`src/mapc_cfg.svh`:
```
`ifndef MAPC_CFG_SVH
`define MAPC_CFG_SVH

// address ball count and bank select width
`define MAPC_ADDR_W 22
`define MAPC_BANK_W 3

// ball positions on the shared address balls
`define MAPC_BALL_0 0
`define MAPC_BALL_3 3
`define MAPC_BALL_4 4
`define MAPC_BALL_5 5
`define MAPC_BALL_8 8
`define MAPC_BALL_9 9
`define MAPC_BALL_10 10
`define MAPC_BALL_13 13
`define MAPC_BALL_14 14
`define MAPC_BALL_17 17
`define MAPC_BALL_18 18

// address bit positions filled from the second part
`define MAPC_BIT_1 1
`define MAPC_BIT_2 2
`define MAPC_BIT_6 6
`define MAPC_BIT_7 7
`define MAPC_BIT_11 11
`define MAPC_BIT_12 12
`define MAPC_BIT_15 15
`define MAPC_BIT_16 16
`define MAPC_BIT_19 19
`define MAPC_BIT_20 20
`define MAPC_BIT_21 21

// mode register field positions within the assembled address
`define MAPC_MR_CFG_LSB 0
`define MAPC_MR_BL_LSB 3
`define MAPC_MR_MUX_BIT 5
`define MAPC_MR_DLL_BIT 7
`define MAPC_MR_IMP_BIT 8
`define MAPC_MR_ODT_BIT 9

// mode register reset values
`define MAPC_CFG_RST 3'h1
`define MAPC_BL_RST 2'h0
`define MAPC_BIT_RST 1'h0

// row cycle clocks per configuration
`define MAPC_RC_CFG1 4'h4
`define MAPC_RC_CFG2 4'h6
`define MAPC_RC_CFG3 4'h8
`define MAPC_RC_CFG4 4'h3
`define MAPC_RC_CFG5 4'h5

// latency offsets over the row cycle
`define MAPC_RL_OVER_RC 4'h0
`define MAPC_WL_OVER_RL 4'h1
`define MAPC_MUX_EXTRA 4'h1

`endif

```
`src/mapc_pkg.sv`:
```
package mapc_pkg;

  // command decoded from the select, write and refresh pins
  typedef enum logic [1:0] {
    MAPC_CMD_READ = 2'h0,
    MAPC_CMD_WRITE = 2'h1,
    MAPC_CMD_REFRESH = 2'h2,
    MAPC_CMD_MODE = 2'h3
  } mapc_cmd_e;

  // data width strap
  typedef enum logic [1:0] {
    MAPC_W_X9 = 2'h0,
    MAPC_W_X18 = 2'h1,
    MAPC_W_X36 = 2'h2
  } mapc_width_e;

  // burst length field
  typedef enum logic [1:0] {
    MAPC_BL_2 = 2'h0,
    MAPC_BL_4 = 2'h1,
    MAPC_BL_8 = 2'h2
  } mapc_bl_e;

  // capture state
  typedef enum logic {
    MAPC_ST_IDLE = 1'b0,
    MAPC_ST_SECOND = 1'b1
  } mapc_state_e;

  // command handed to the array core
  typedef struct packed {
    logic valid;
    mapc_cmd_e kind;
    logic [2:0] bank;
    logic [21:0] addr;
  } mapc_cmd_s;

  // timing presented to the array core
  typedef struct packed {
    logic [2:0] config_sel;
    mapc_bl_e burst_length;
    logic [3:0] row_cycle_time;
    logic [3:0] read_latency_clocks;
    logic [3:0] write_latency_clocks;
  } mapc_timing_s;

endpackage

```
`src/mapc_port.sv`:
```
`timescale 1ns/1ps
`include "mapc_cfg.svh"
// Contract
// - MODE_REGISTER_SET_CMD with A5 high enters multiplexed mode
// - DLL reset turns DLL off; bank ignored
// - burst eight refused in configurations 1, 4
// - two address parts share the same balls
// - width/burst exceptions for A20, A21, A18
// - multiplexed mode adds one latency clock
// - five configurations give fixed row/read/write clocks
// - refresh in multiplexed mode executes on the following edge; single-part refresh issues on its own edge
// - command accepted right after a refresh
module mapc_port import mapc_pkg::*; (
  // clock and reset
  input wire logic CLK_SYS,
  input wire logic RST_N,
  // command pins, active low
  input wire logic CS_N,
  input wire logic WE_N,
  input wire logic REF_N,
  // bank and address balls
  input wire logic [2:0] BANK_SEL,
  input wire logic [21:0] ADDR_BALL,
  // data width strap
  input wire logic [1:0] WIDTH_STRAP,
  // decoded command and timing
  output mapc_cmd_s CMD_OUT,
  output mapc_timing_s TIMING_OUT,
  // mode status
  output logic MUX_MODE,
  output logic DLL_OFF,
  output logic BURST_REJECT,
  output logic DRIVE_IMP,
  output logic TERM_ON
);
  // capture state and pending first part
  mapc_state_e state_reg, state_next;
  mapc_cmd_e pend_kind_reg, pend_kind_next;
  logic [2:0] pend_bank_reg, pend_bank_next;
  logic [21:0] ax_reg, ax_next;
  logic bank_refresh_cmd_pend_reg, bank_refresh_cmd_pend_next;
  mapc_cmd_s cmd_reg, cmd_next;
  // mode register fields
  logic mux_reg, mux_next;
  logic [2:0] cfg_reg, cfg_next;
  mapc_bl_e bl_reg, bl_next;
  logic dll_off_reg, dll_off_next;
  logic imp_reg, imp_next;
  logic odt_reg, odt_next;
  logic reject_reg, reject_next;
  mapc_timing_s timing_reg, timing_next;
  // strap capture after reset release
  mapc_width_e width_reg, width_next;
  logic strap_done_reg, strap_done_next;
  // pin decode
  logic cmd_seen;
  mapc_cmd_e pin_kind;
  logic [21:0] merged_addr;
  // first part: balls carry their own bit numbers
  function automatic logic [21:0] first_part(input logic [21:0] b, input mapc_width_e w,
                                             input mapc_bl_e bl);
    logic [21:0] a;
    a = '0;
    a[`MAPC_BALL_0] = b[`MAPC_BALL_0];
    a[`MAPC_BALL_3] = b[`MAPC_BALL_3];
    a[`MAPC_BALL_4] = b[`MAPC_BALL_4];
    a[`MAPC_BALL_5] = b[`MAPC_BALL_5];
    a[`MAPC_BALL_8] = b[`MAPC_BALL_8];
    a[`MAPC_BALL_9] = b[`MAPC_BALL_9];
    a[`MAPC_BALL_10] = b[`MAPC_BALL_10];
    a[`MAPC_BALL_13] = b[`MAPC_BALL_13];
    a[`MAPC_BALL_14] = b[`MAPC_BALL_14];
    a[`MAPC_BALL_17] = b[`MAPC_BALL_17];
    // x36 burst eight has no use for ball A18
    if (!(w == MAPC_W_X36 && bl == MAPC_BL_8)) begin
      a[`MAPC_BALL_18] = b[`MAPC_BALL_18];
    end
    return a;
  endfunction
  // second part: balls carry the remaining bits, merged onto the first
  function automatic logic [21:0] second_part(input logic [21:0] ax, input logic [21:0] b,
                                              input mapc_width_e w, input mapc_bl_e bl);
    logic [21:0] a;
    a = ax;
    a[`MAPC_BIT_1] = b[`MAPC_BALL_3];
    a[`MAPC_BIT_2] = b[`MAPC_BALL_4];
    a[`MAPC_BIT_6] = b[`MAPC_BALL_8];
    a[`MAPC_BIT_7] = b[`MAPC_BALL_9];
    a[`MAPC_BIT_11] = b[`MAPC_BALL_13];
    a[`MAPC_BIT_12] = b[`MAPC_BALL_14];
    a[`MAPC_BIT_16] = b[`MAPC_BALL_17];
    a[`MAPC_BIT_15] = b[`MAPC_BALL_18];
    // ball A0 carries A20 for x9 bursts two and four, x18 burst two
    if ((w == MAPC_W_X9 && bl != MAPC_BL_8) || (w == MAPC_W_X18 && bl == MAPC_BL_2)) begin
      a[`MAPC_BIT_20] = b[`MAPC_BALL_0];
    end
    // ball A5 carries A21 only for x9 burst two
    if (w == MAPC_W_X9 && bl == MAPC_BL_2) begin
      a[`MAPC_BIT_21] = b[`MAPC_BALL_5];
    end
    // ball A10 carries A19 where the array needs it
    if ((w == MAPC_W_X9) || (w == MAPC_W_X18 && bl != MAPC_BL_8) ||
        (w == MAPC_W_X36 && bl == MAPC_BL_2)) begin
      a[`MAPC_BIT_19] = b[`MAPC_BALL_10];
    end
    return a;
  endfunction
  // command decode from the pins
  always_comb begin
    cmd_seen = !CS_N;
    case ({WE_N, REF_N})
      2'b11: pin_kind = MAPC_CMD_READ;
      2'b01: pin_kind = MAPC_CMD_WRITE;
      2'b10: pin_kind = MAPC_CMD_REFRESH;
      default: pin_kind = MAPC_CMD_MODE;
    endcase
    merged_addr = second_part(ax_reg, ADDR_BALL, width_reg, bl_reg);
  end
  // strap next value: caught once after reset release
  always_comb begin
    width_next = width_reg;
    strap_done_next = 1'b1;
    if (!strap_done_reg) begin
      case (WIDTH_STRAP)
        2'h1: width_next = MAPC_W_X18;
        2'h2: width_next = MAPC_W_X36;
        default: width_next = MAPC_W_X9;
      endcase
    end
  end
  // strap registers
  always_ff @(posedge CLK_SYS or negedge RST_N) begin
    if (!RST_N) begin
      width_reg <= MAPC_W_X9;
      strap_done_reg <= 1'b0;
    end else begin
      width_reg <= width_next;
      strap_done_reg <= strap_done_next;
    end
  end
  // capture machine and mode register next values
  always_comb begin
    logic mode_load;
    logic [21:0] mode_addr;
    logic [2:0] cfg_sel;
    mapc_bl_e bl_sel;
    logic [3:0] rc;
    mode_load = 1'b0;
    mode_addr = '0;
    cfg_sel = cfg_reg;
    bl_sel = bl_reg;
    rc = `MAPC_RC_CFG1;
    state_next = state_reg;
    pend_kind_next = pend_kind_reg;
    pend_bank_next = pend_bank_reg;
    ax_next = ax_reg;
    bank_refresh_cmd_pend_next = 1'b0;
    cmd_next = '0;
    mux_next = mux_reg;
    cfg_next = cfg_reg;
    bl_next = bl_reg;
    dll_off_next = dll_off_reg;
    imp_next = imp_reg;
    odt_next = odt_reg;
    reject_next = reject_reg;
    // a refresh seen last cycle executes now, no second part
    if (bank_refresh_cmd_pend_reg) begin
      cmd_next = '{1'b1, MAPC_CMD_REFRESH, pend_bank_reg, 22'h0};
    end
    case (state_reg)
      MAPC_ST_IDLE: begin
        if (cmd_seen && !mux_reg) begin
          // single-part capture issues on this edge
          if (pin_kind == MAPC_CMD_MODE) begin
            mode_load = 1'b1;
            mode_addr = ADDR_BALL;
          end else begin
            cmd_next = '{1'b1, pin_kind, BANK_SEL, ADDR_BALL};
          end
        end else if (cmd_seen) begin
          pend_bank_next = BANK_SEL;
          if (pin_kind == MAPC_CMD_REFRESH) begin
            // bank only: stay ready for the next clock
            bank_refresh_cmd_pend_next = 1'b1;
          end else begin
            pend_kind_next = pin_kind;
            ax_next = first_part(ADDR_BALL, width_reg, bl_reg);
            state_next = MAPC_ST_SECOND;
          end
        end
      end
      MAPC_ST_SECOND: begin
        // command pins are not looked at during the second part
        state_next = MAPC_ST_IDLE;
        if (pend_kind_reg == MAPC_CMD_MODE) begin
          mode_load = 1'b1;
          mode_addr = merged_addr;
        end else begin
          cmd_next = '{1'b1, pend_kind_reg, pend_bank_reg, merged_addr};
        end
      end
      default: state_next = MAPC_ST_IDLE;
    endcase
    // mode register write; bank inputs play no part
    if (mode_load) begin
      cfg_sel = mode_addr[`MAPC_MR_CFG_LSB +: 3];
      case (mode_addr[`MAPC_MR_BL_LSB +: 2])
        2'h1: bl_sel = MAPC_BL_4;
        2'h2: bl_sel = MAPC_BL_8;
        default: bl_sel = MAPC_BL_2;
      endcase
      // A5 high switches to two-part capture; never back
      mux_next = mux_reg | mode_addr[`MAPC_MR_MUX_BIT];
      dll_off_next = mode_addr[`MAPC_MR_DLL_BIT];
      imp_next = mode_addr[`MAPC_MR_IMP_BIT];
      odt_next = mode_addr[`MAPC_MR_ODT_BIT];
      cfg_next = cfg_sel;
      // burst eight is not offered with the shortest row cycles
      if (bl_sel == MAPC_BL_8 && (cfg_sel == 3'h1 || cfg_sel == 3'h4 || cfg_sel == 3'h0 ||
          cfg_sel > 3'h5)) begin
        reject_next = 1'b1;
        // a kept burst eight must never meet a short row cycle
        cfg_next = (bl_reg == MAPC_BL_8) ? cfg_reg : cfg_sel;
      end else begin
        reject_next = 1'b0;
        bl_next = bl_sel;
      end
    end
    // latency table from the configuration field
    case (cfg_next)
      3'h2: rc = `MAPC_RC_CFG2;
      3'h3: rc = `MAPC_RC_CFG3;
      3'h4: rc = `MAPC_RC_CFG4;
      3'h5: rc = `MAPC_RC_CFG5;
      default: rc = `MAPC_RC_CFG1;
    endcase
    timing_next.config_sel = cfg_next;
    timing_next.burst_length = bl_next;
    timing_next.row_cycle_time = rc;
    timing_next.read_latency_clocks = rc + `MAPC_RL_OVER_RC + (mux_next ? `MAPC_MUX_EXTRA : 4'h0);
    timing_next.write_latency_clocks = timing_next.read_latency_clocks + `MAPC_WL_OVER_RL;
  end
  // capture and mode registers
  always_ff @(posedge CLK_SYS or negedge RST_N) begin
    if (!RST_N) begin
      state_reg <= MAPC_ST_IDLE;
      pend_kind_reg <= MAPC_CMD_READ;
      pend_bank_reg <= 3'h0;
      ax_reg <= 22'h0;
      bank_refresh_cmd_pend_reg <= 1'b0;
      cmd_reg <= '0;
      mux_reg <= `MAPC_BIT_RST;
      cfg_reg <= `MAPC_CFG_RST;
      bl_reg <= MAPC_BL_2;
      dll_off_reg <= `MAPC_BIT_RST;
      imp_reg <= `MAPC_BIT_RST;
      odt_reg <= `MAPC_BIT_RST;
      reject_reg <= `MAPC_BIT_RST;
      timing_reg <= '{`MAPC_CFG_RST, MAPC_BL_2, `MAPC_RC_CFG1, `MAPC_RC_CFG1,
                      `MAPC_RC_CFG1 + `MAPC_WL_OVER_RL};
    end else begin
      state_reg <= state_next;
      pend_kind_reg <= pend_kind_next;
      pend_bank_reg <= pend_bank_next;
      ax_reg <= ax_next;
      bank_refresh_cmd_pend_reg <= bank_refresh_cmd_pend_next;
      cmd_reg <= cmd_next;
      mux_reg <= mux_next;
      cfg_reg <= cfg_next;
      bl_reg <= bl_next;
      dll_off_reg <= dll_off_next;
      imp_reg <= imp_next;
      odt_reg <= odt_next;
      reject_reg <= reject_next;
      timing_reg <= timing_next;
    end
  end
  // outputs straight from registers
  assign CMD_OUT = cmd_reg;
  assign TIMING_OUT = timing_reg;
  assign MUX_MODE = mux_reg;
  assign DLL_OFF = dll_off_reg;
  assign BURST_REJECT = reject_reg;
  assign DRIVE_IMP = imp_reg;
  assign TERM_ON = odt_reg;
endmodule

```
`config.mk`:
```
export PLATFORM = sky130hd
export DESIGN_NAME = mapc_port
export DESIGN_NICKNAME = d
export VERILOG_FILES = /design/src/mapc_pkg.sv /design/src/mapc_port.sv
export VERILOG_INCLUDE_DIRS = /design/src
export SDC_FILE = /design/constraint.sdc
export NUM_CORES = 1
export LEC_CHECK = 0
export BUFFER_PORTS_ARGS = -buffer_cell sky130_fd_sc_hd__buf_2
export CORE_ASPECT_RATIO = 1.4
export CORE_MARGIN = 3
export CORE_UTILIZATION = 32
export DETAILED_ROUTE_END_ITERATION = 8
export PLACE_DENSITY_LB_ADDON = 0.25
export SYNTH_ARGS = -nofsm -noshare
export SYNTH_HDL_FRONTEND = slang
export SYNTH_SLANG_ARGS = --single-unit
```
`constraint.sdc`:
```
create_clock -name CLK_SYS -period 5.6 [get_ports CLK_SYS]
set_input_delay 0.56 -clock CLK_SYS [delete_from_list [all_inputs] [get_ports CLK_SYS]]
set_output_delay 0.56 -clock CLK_SYS [all_outputs]
set_load 0.01 [all_outputs]
```
==> impl_metrics.yaml, run 1 <==
detailed_routing:
  dr.first_iter.drc_count: 105
  drt-total-wl_um: 7570
  wire_per_inst_um: 16.0
  vias_per_cell: 4.99
  dr_total_vias: 2357
  drcViolationCount: 0
  drt.antenna.violating_nets: 0
  drtPass1Iterations: 4
clock_tree:
  tritoncts: "done"
  hold_buffers: 0
  cts.reportedPaths.clkPinSlew_ns: 0.06
  htreeDepth: 3
  clock_latency_ns: 0.33
  postCtsSetupBuffers: 0
  cts_root_buf: "clkbuf_16"
  clock_sinks: 71
  cts.path.max_buffers: 2
  tritoncts.num_buffers: 9
  cts.repair.resized: 0
timing:
  maxSlewViolCount: 0
  tns_ns: 0
  hold_viol: 0
  max_freq_ghz: 0.310
  rsz0062_at_grt: "false"
  tightest_slew_ns: 1.14
  slew_headroom_pct: 23.8
  min_period_over_period_pct: 57.5
  setup_viol: 0
  skew_ns: 0.00552
  period_minus_slack_ns: 3.22
synthesis:
  netlist_area_sq_um: 3070
  syn_avg_cell_area_sq_um: 11.2
  synth.distinct_cells: 59
  yosysSeqAreaShare_pct: 58.1
  synth_edf_count: 0
  yosys_warnings: 0
  ys_ff_latch: 71
  yosys_most_used_dff: "dfrtp_1"
  async_reset_ff_share_pct: 100
  synth_fp_nets: 310
  syn_inst: 275
critical_path:
  reg2reg_from: "state_reg$_DFF_PN0_"
  arrival_ns: 3.45
  reg2regPathDepth: 12
  worst-path-max-fanout: 12
  crit_chain: "or4_4 -> nor2_1 -> or2_2 -> o211ai_1 -> nand3_2 -> inv_1 -> ha_1 -> ha_1 -> nand2_1 -> nor2_1 -> a2111o_1 -> o31ai_2"
  end_kind: "flip-flop"
  slowest_stage: "or4_4"
  cp-start-kind: "flip-flop"
  crit_start: "state_reg$_DFF_PN0_"
  slowest_delay_ns: 0.60
  r2r_slack_ns: 2.38
  crit_path_end: "TIMING_OUT[3]$_DFF_PN0_"
  worstSetupPathType: "flip-flop to flip-flop"
  worstPathRequired_ns: 5.83
  r2r-end: "TIMING_OUT[3]$_DFF_PN0_"
floorplanning:
  io_pins: 82
  fp.coreArea_sq_um: 9180
  rows: 41
  dieArea_sq_um: 10800
  die_width_um: 88.8
  dieHeight_um: 122
  initial_core_util_pct: 33.4
grt:
  grt_max_degree: 72
  grt_pass1_vias: 2401
  grt_pass1_wl_um: 12100
  grt_use_total_pct: 14.9
  antenna_found_initial: 0
  grt.overflow.total: 0
hold_path:
  hold_depth: 3
  hold_class: "input pin to flip-flop"
final_layout:
  antenna_cells: 0
  nNetsFinal: 395
  syn_to_final_growth_pct: 26.8
  final_layout_size_suffix_gt1_share_pct: 34.5
  fill_cells: 900
  largest_register_ffs: 28
placement:
  place_hpwl_um: 5420
  gp_congestion: 0.822
  port_buffers: 81
power_and_ir_drop:
  peakVddDrop_uv: 191
  p_leak_uw: 0.00202
  p_total_uw: 1870
  p_per_area_nw_per_um2: 479
flow_run:
  cap_violations: 0
outcome:
  outcome: "complete, no violations"
power breakdown:
group	internal, uW	leakage, uW	switching [uW]
clock	380	0.000156	206
combinational	238	0.000961	301
sequential	661	0.000902	80.0
total	1280	0.00202	587
cell usage in the layout (no fill, tap or decap), types with 2 or more instances in the layout:
cell type  instances
clkinv_2           2
inv_1             10
a31oi_1            3
dfstp_2            5
nand2b_1           7
a21oi_1            8
buf_2             81
nor2b_1            3
clkbuf_16          9
nand2_1           60
nand3b_1           3
nor2_1            15
buf_4              2
o2111ai_1          2
clkbuf_8           3
and2_2             2
a22oi_1            4
ha_1               3
nand4_1            3
dfrtp_1           66
nand3_1            2
a22o_1            23
nor3_1             2
o21ai_0            6
synthesized netlist by cell type (all sizes together) (2+ instances only):
| cell type | count | area, sq um |
|---|---|---|
| a22o | 23 | 201 |
| nor3 | 2 | 10.0 |
| buf | 2 | 22.5 |
| dfstp | 5 | 131 |
| o211ai | 2 | 20.0 |
| o31ai | 2 | 20.0 |
| nor2b | 4 | 25.0 |
| and2 | 4 | 30.0 |
| inv | 11 | 41.3 |
| a22oi | 4 | 30.0 |
| nor2 | 15 | 56.3 |
| ha | 3 | 37.5 |
| mux2 | 2 | 26.3 |
| a31oi | 4 | 31.3 |
| o21ai | 8 | 51.3 |
| nand2b | 7 | 43.8 |
| a21oi | 8 | 40.0 |
| nand4 | 3 | 18.8 |
| o2111ai | 2 | 17.5 |
| nand3 | 3 | 20.0 |
| o21a | 2 | 16.3 |
| clkbuf | 7 | 26.3 |
| nand3b | 3 | 22.5 |
| nand2 | 62 | 243 |
| dfrtp | 66 | 1650 |
per-stage QoR:
| stage | util [%] | instance area, sq um | cells | hold WS [ns] | setup slack (ns) |
|---|---|---|---|---|---|
| floorplan | - | 3070 | 275 | 0.264 | 2.65 |
| detailed placement | 39.0 | 3580 | 456 | 0.464 | 2.25 |
| global placement | 39.0 | 3580 | 456 | 0.460 | 2.29 |
| CTS | 42.4 | 3890 | 472 | 0.420 | 2.39 |
| global route | 42.4 | 3890 | 472 | 0.443 | 2.16 |
| finish | 42.4 | 3890 | 472 | 0.430 | 2.38 |
routing by layer:
metal / global-route usage, % / part of all wire (%)
met5: 0 / 0
met4: 7.47 / 2.1
met1: 18.7 / 44
met3: 3.52 / 4.6
met2: 23.8 / 50
area by class of cell:
class	instances	area [sq um]	share of cell area [%]
Clock buffer	13	270	6.94
Inverter	11	41.3	1.06
Tap cell	107	134	3.44
Clock inverter	3	40.0	1.03
Multi-Input combinational cell	184	1200	30.9
Sequential cell	71	1780	45.8
Timing Repair Buffer	83	420	10.8
how the worst min path moves through the flow:
stage	end	start	slack (ns)
2_1_floorplan	BURST_REJECT$_DFFE_PN0P_	RST_N	0.26
6_report	CMD_OUT[20]$_DFF_PN0_	ADDR_BALL[20]	0.43
3_5_place_dp	ax_reg[13]$_DFFE_PN0P_	ax_reg[13]$_DFFE_PN0P_	0.46
5_1_grt	CMD_OUT[20]$_DFF_PN0_	ADDR_BALL[20]	0.44
3_3_place_gp	ax_reg[10]$_DFFE_PN0P_	ax_reg[10]$_DFFE_PN0P_	0.46
4_1_cts	CMD_OUT[20]$_DFF_PN0_	ADDR_BALL[20]	0.42
critical path, delay by kind of cell, from the launching register on:
family                     cells  cell delay, ns
AOI/OAI and AO/OA              3            0.52
adders and majority gates      2            0.53
DFF                            1            0.50
and+or+nand+nor                6            1.47
buffers and inverters          1            0.09
kinds of logic (layout without fill, tap and decap cells):
kind of cell / count (synthesis) / in the layout / share of synthesized area, %
AOI/OAI and AO/OA: 66 / 66 / 18.5
buffers and inverters: 20 / 110 / 2.93
DFF: 71 / 71 / 58.1
other: 1 / 1 / 0.122
xor gates and xnor gates: 2 / 2 / 1.02
and+or+nand+nor: 110 / 110 / 17.2
muxes: 2 / 2 / 0.856
adders and majority gates: 3 / 3 / 1.22
No activity file was read; power rests on OpenSTA's default activity.
==> inputs of run 2 (changes only) <==
--- a/config.mk
+++ b/config.mk
@@ -6,6 +6,7 @@
 export SDC_FILE = /design/constraint.sdc
 export NUM_CORES = 1
 export LEC_CHECK = 0
+export ABC_AREA = 1
 export BUFFER_PORTS_ARGS = -buffer_cell sky130_fd_sc_hd__buf_2
 export CORE_ASPECT_RATIO = 1.4
 export CORE_MARGIN = 3
==> constraint.sdc (replaced) <==
create_clock -name CLK_SYS -period 3.15 [get_ports CLK_SYS]
set_input_delay 0.315 -clock CLK_SYS [delete_from_list [all_inputs] [get_ports CLK_SYS]]
set_output_delay 0.315 -clock CLK_SYS [all_outputs]
set_load 0.01 [all_outputs]
==> impl_metrics.yaml, run 2 <==
outcome:
  outcome: "complete, no violations"
hold_path:
  hold_class: "input pin to async pin"
critical_path:
  arrival_ns: 3.03
  path_buf_inv: 0
  worstSetupPathType: "flip-flop to flip-flop"
  slowest_delay_ns: 0.43
  worstPathRequired_ns: 3.40
  crit_chain: "nor2_4 -> nand3_1 -> nand2_1 -> nand2_2 -> nor2_4 -> nand2_2 -> nand3_2 -> nand2_1 -> nor2_1 -> nor2_1 -> ha_1 -> ha_1 -> ha_1 -> xnor3_1"
  critPathTopFamily: "simple AND/OR/NAND/NOR gates"
  crit_top_cell: "ha_1"
  slowest_stage: "dfrtp_1"
  end_kind: "flip-flop"
  cp-start-kind: "flip-flop"
  worst-path-max-fanout: 9
grt:
  grt_max_degree: 72
  grt_use_total_pct: 14.0
  antenna_found_initial: 0
  grt_pass1_wl_um: 12100
  grt.overflow.total: 0
  grt_pass1_vias: 2456
synthesis:
  synth_area_leaders: "dfrtp_1, nand2_1, inv_1"
  synth_most_common_cell: "dfrtp_1"
  netlist_area_sq_um: 3150
  syn_avg_cell_area_sq_um: 9.59
  ys_top_cells_by_count: "dfrtp_1, nand2_1, inv_1"
  synth_area_leader_cell: "dfrtp_1"
  async_reset_ff_share_pct: 100
  synth_edf_count: 0
  syn_inst: 329
  ys_ff_latch: 71
  yosys_warnings: 0
  yosys_most_used_dff: "dfrtp_1"
  yosysSeqAreaShare_pct: 56.5
  synth_fp_nets: 364
  synth.distinct_cells: 35
  synth_top_area_share_pct: 52.4
floorplanning:
  dieHeight_um: 123
  fp.coreArea_sq_um: 9510
  io_pins: 82
  dieArea_sq_um: 11100
  rows: 42
  die_width_um: 89.9
  initial_core_util_pct: 33.2
final_layout:
  stdcell_count: 552
  final_cell_mix: "buf_2, dfrtp_1, nand2_1"
  syn_to_final_growth_pct: 26.1
  largest_register_ffs: 28
  final_common_cell: "buf_2"
  final_layout_size_suffix_gt1_share_pct: 32.1
  antenna_cells: 0
  nNetsFinal: 450
  fill_cells: 958
clock_tree:
  clock_sinks: 71
  hold_buffers: 0
  htreeDepth: 3
  tritoncts.num_buffers: 9
  clock_latency_ns: 0.33
  cts.path.max_buffers: 2
  cts.repair.resized: 0
  cts.reportedPaths.clkPinSlew_ns: 0.06
  postCtsSetupBuffers: 0
  tritoncts: "done"
  cts_root_buf: "clkbuf_16"
detailed_routing:
  dr_total_vias: 2466
  drtPass1Iterations: 6
  wire_per_inst_um: 13.3
  drt.antenna.violating_nets: 0
  vias_per_cell: 4.47
  dr.first_iter.drc_count: 144
  drt-total-wl_um: 7330
  drcViolationCount: 0
timing:
  max_freq_ghz: 0.359
  period_minus_slack_ns: 2.78
  rsz0062_at_grt: "false"
  slew_headroom_pct: 40.3
  tns_ns: 0
  skew_ns: 0.00764
  tightest_slew_ns: 0.893
  min_period_over_period_pct: 88.4
  maxSlewViolCount: 0
  setup_viol: 0
  hold_viol: 0
flow_run:
  cap_violations: 0
placement:
  dp_cells: 536
  gp_congestion: 0.911
  place_hpwl_um: 5420
  port_buffers: 81
power_and_ir_drop:
  p_per_area_nw_per_um2: 709
  p_leak_uw: 0.00213
  peakVddDrop_uv: 420
==> run 2: changes by cell type after synthesis, moves of 5 or more <==
cell / change
nand3_2: +5
nand2_2: +6
nand2b_1: -7
o21ai_0: +32
o22ai_1: +16
a22o_1: -23
inv_1: +48
==> run 2: metal layers <==
layer | GRT usage (%) | vias to the layer above | wire, um
met5 | 0 | - | 0
met3 | 3.59 | 13 | 358
met1 | 16.9 | 1158 | 3070
met4 | 6.42 | 0 | 157
met2 | 23.7 | 69 | 3740
li1 | - | 1226 | -
==> run 2: report_power, final <==
part	internal (uW)	switching (uW)
clock	573	360
sequential	1100	76.7
combinational	290	417
total	1970	854
==> run 2: cell type report <==
class	count	area (sq um)	share of cell area (%)
clock buffers	13	260	6.54
repair buffers	82	415	10.4
well taps	132	165	4.15
flip-flops and latches	71	1780	44.8
clock inverters	3	17.5	0.440
multi-input cells	189	1100	27.6
inverters	62	238	5.97
==> run 2: metrics by stage <==
stage	total power [uW]	worst slack, ns	cell area, sq um	hold WS [ns]	utilization, %
finish	2820	0.366	3980	0.100	41.8
global route	3010	0.150	3980	0.182	41.8
CTS	2860	0.360	3980	0.150	41.8
detailed placement	1920	0.355	3700	0.474	38.9
global placement	1910	0.442	3700	0.466	38.9
floorplan	1650	0.584	3150	0.0194	-
==> run 2: kinds of logic (layout without fill, tap and decap cells) <==
family                     Yosys count  after routing  share of synthesized area (%)
AOI/OAI and AO/OA                   69             69                           12.9
xor gates and xnor gates             1              1                          0.714
adders and majority gates            3              3                           1.19
buffers and inverters               69            160                           8.61
DFF                                 71             71                           56.5
other                                1              1                          0.119
and+or+nand+nor                    115            115                           20.0
==> run 2: path summary, 6_finish.rpt <==
| check | startpoint | end | slack [ns] | cells past startpoint |
|---|---|---|---|---|
| setup / recovery | MUX_MODE$_DFF_PN0_ | TIMING_OUT[2]$_DFF_PN1_ | 0.37 | 14 |
| hold / removal | RST_N | TIMING_OUT[1]$_DFF_PN0_ | 0.10 | 1 |
| setup reg to reg | MUX_MODE$_DFF_PN0_ | TIMING_OUT[2]$_DFF_PN1_ | 0.37 | 14 |
| hold reg to reg | ax_reg[17]$_DFFE_PN0P_ | CMD_OUT[17]$_DFF_PN0_ | 0.48 | 2 |
| max in group asynchronous | RST_N | CMD_OUT[23]$_DFF_PN0_ | 2.47 | 1 |
| min in group CLK_SYS | WIDTH_STRAP[1] | width_reg[0]$_DFFE_PN0N_ | 0.19 | 2 |
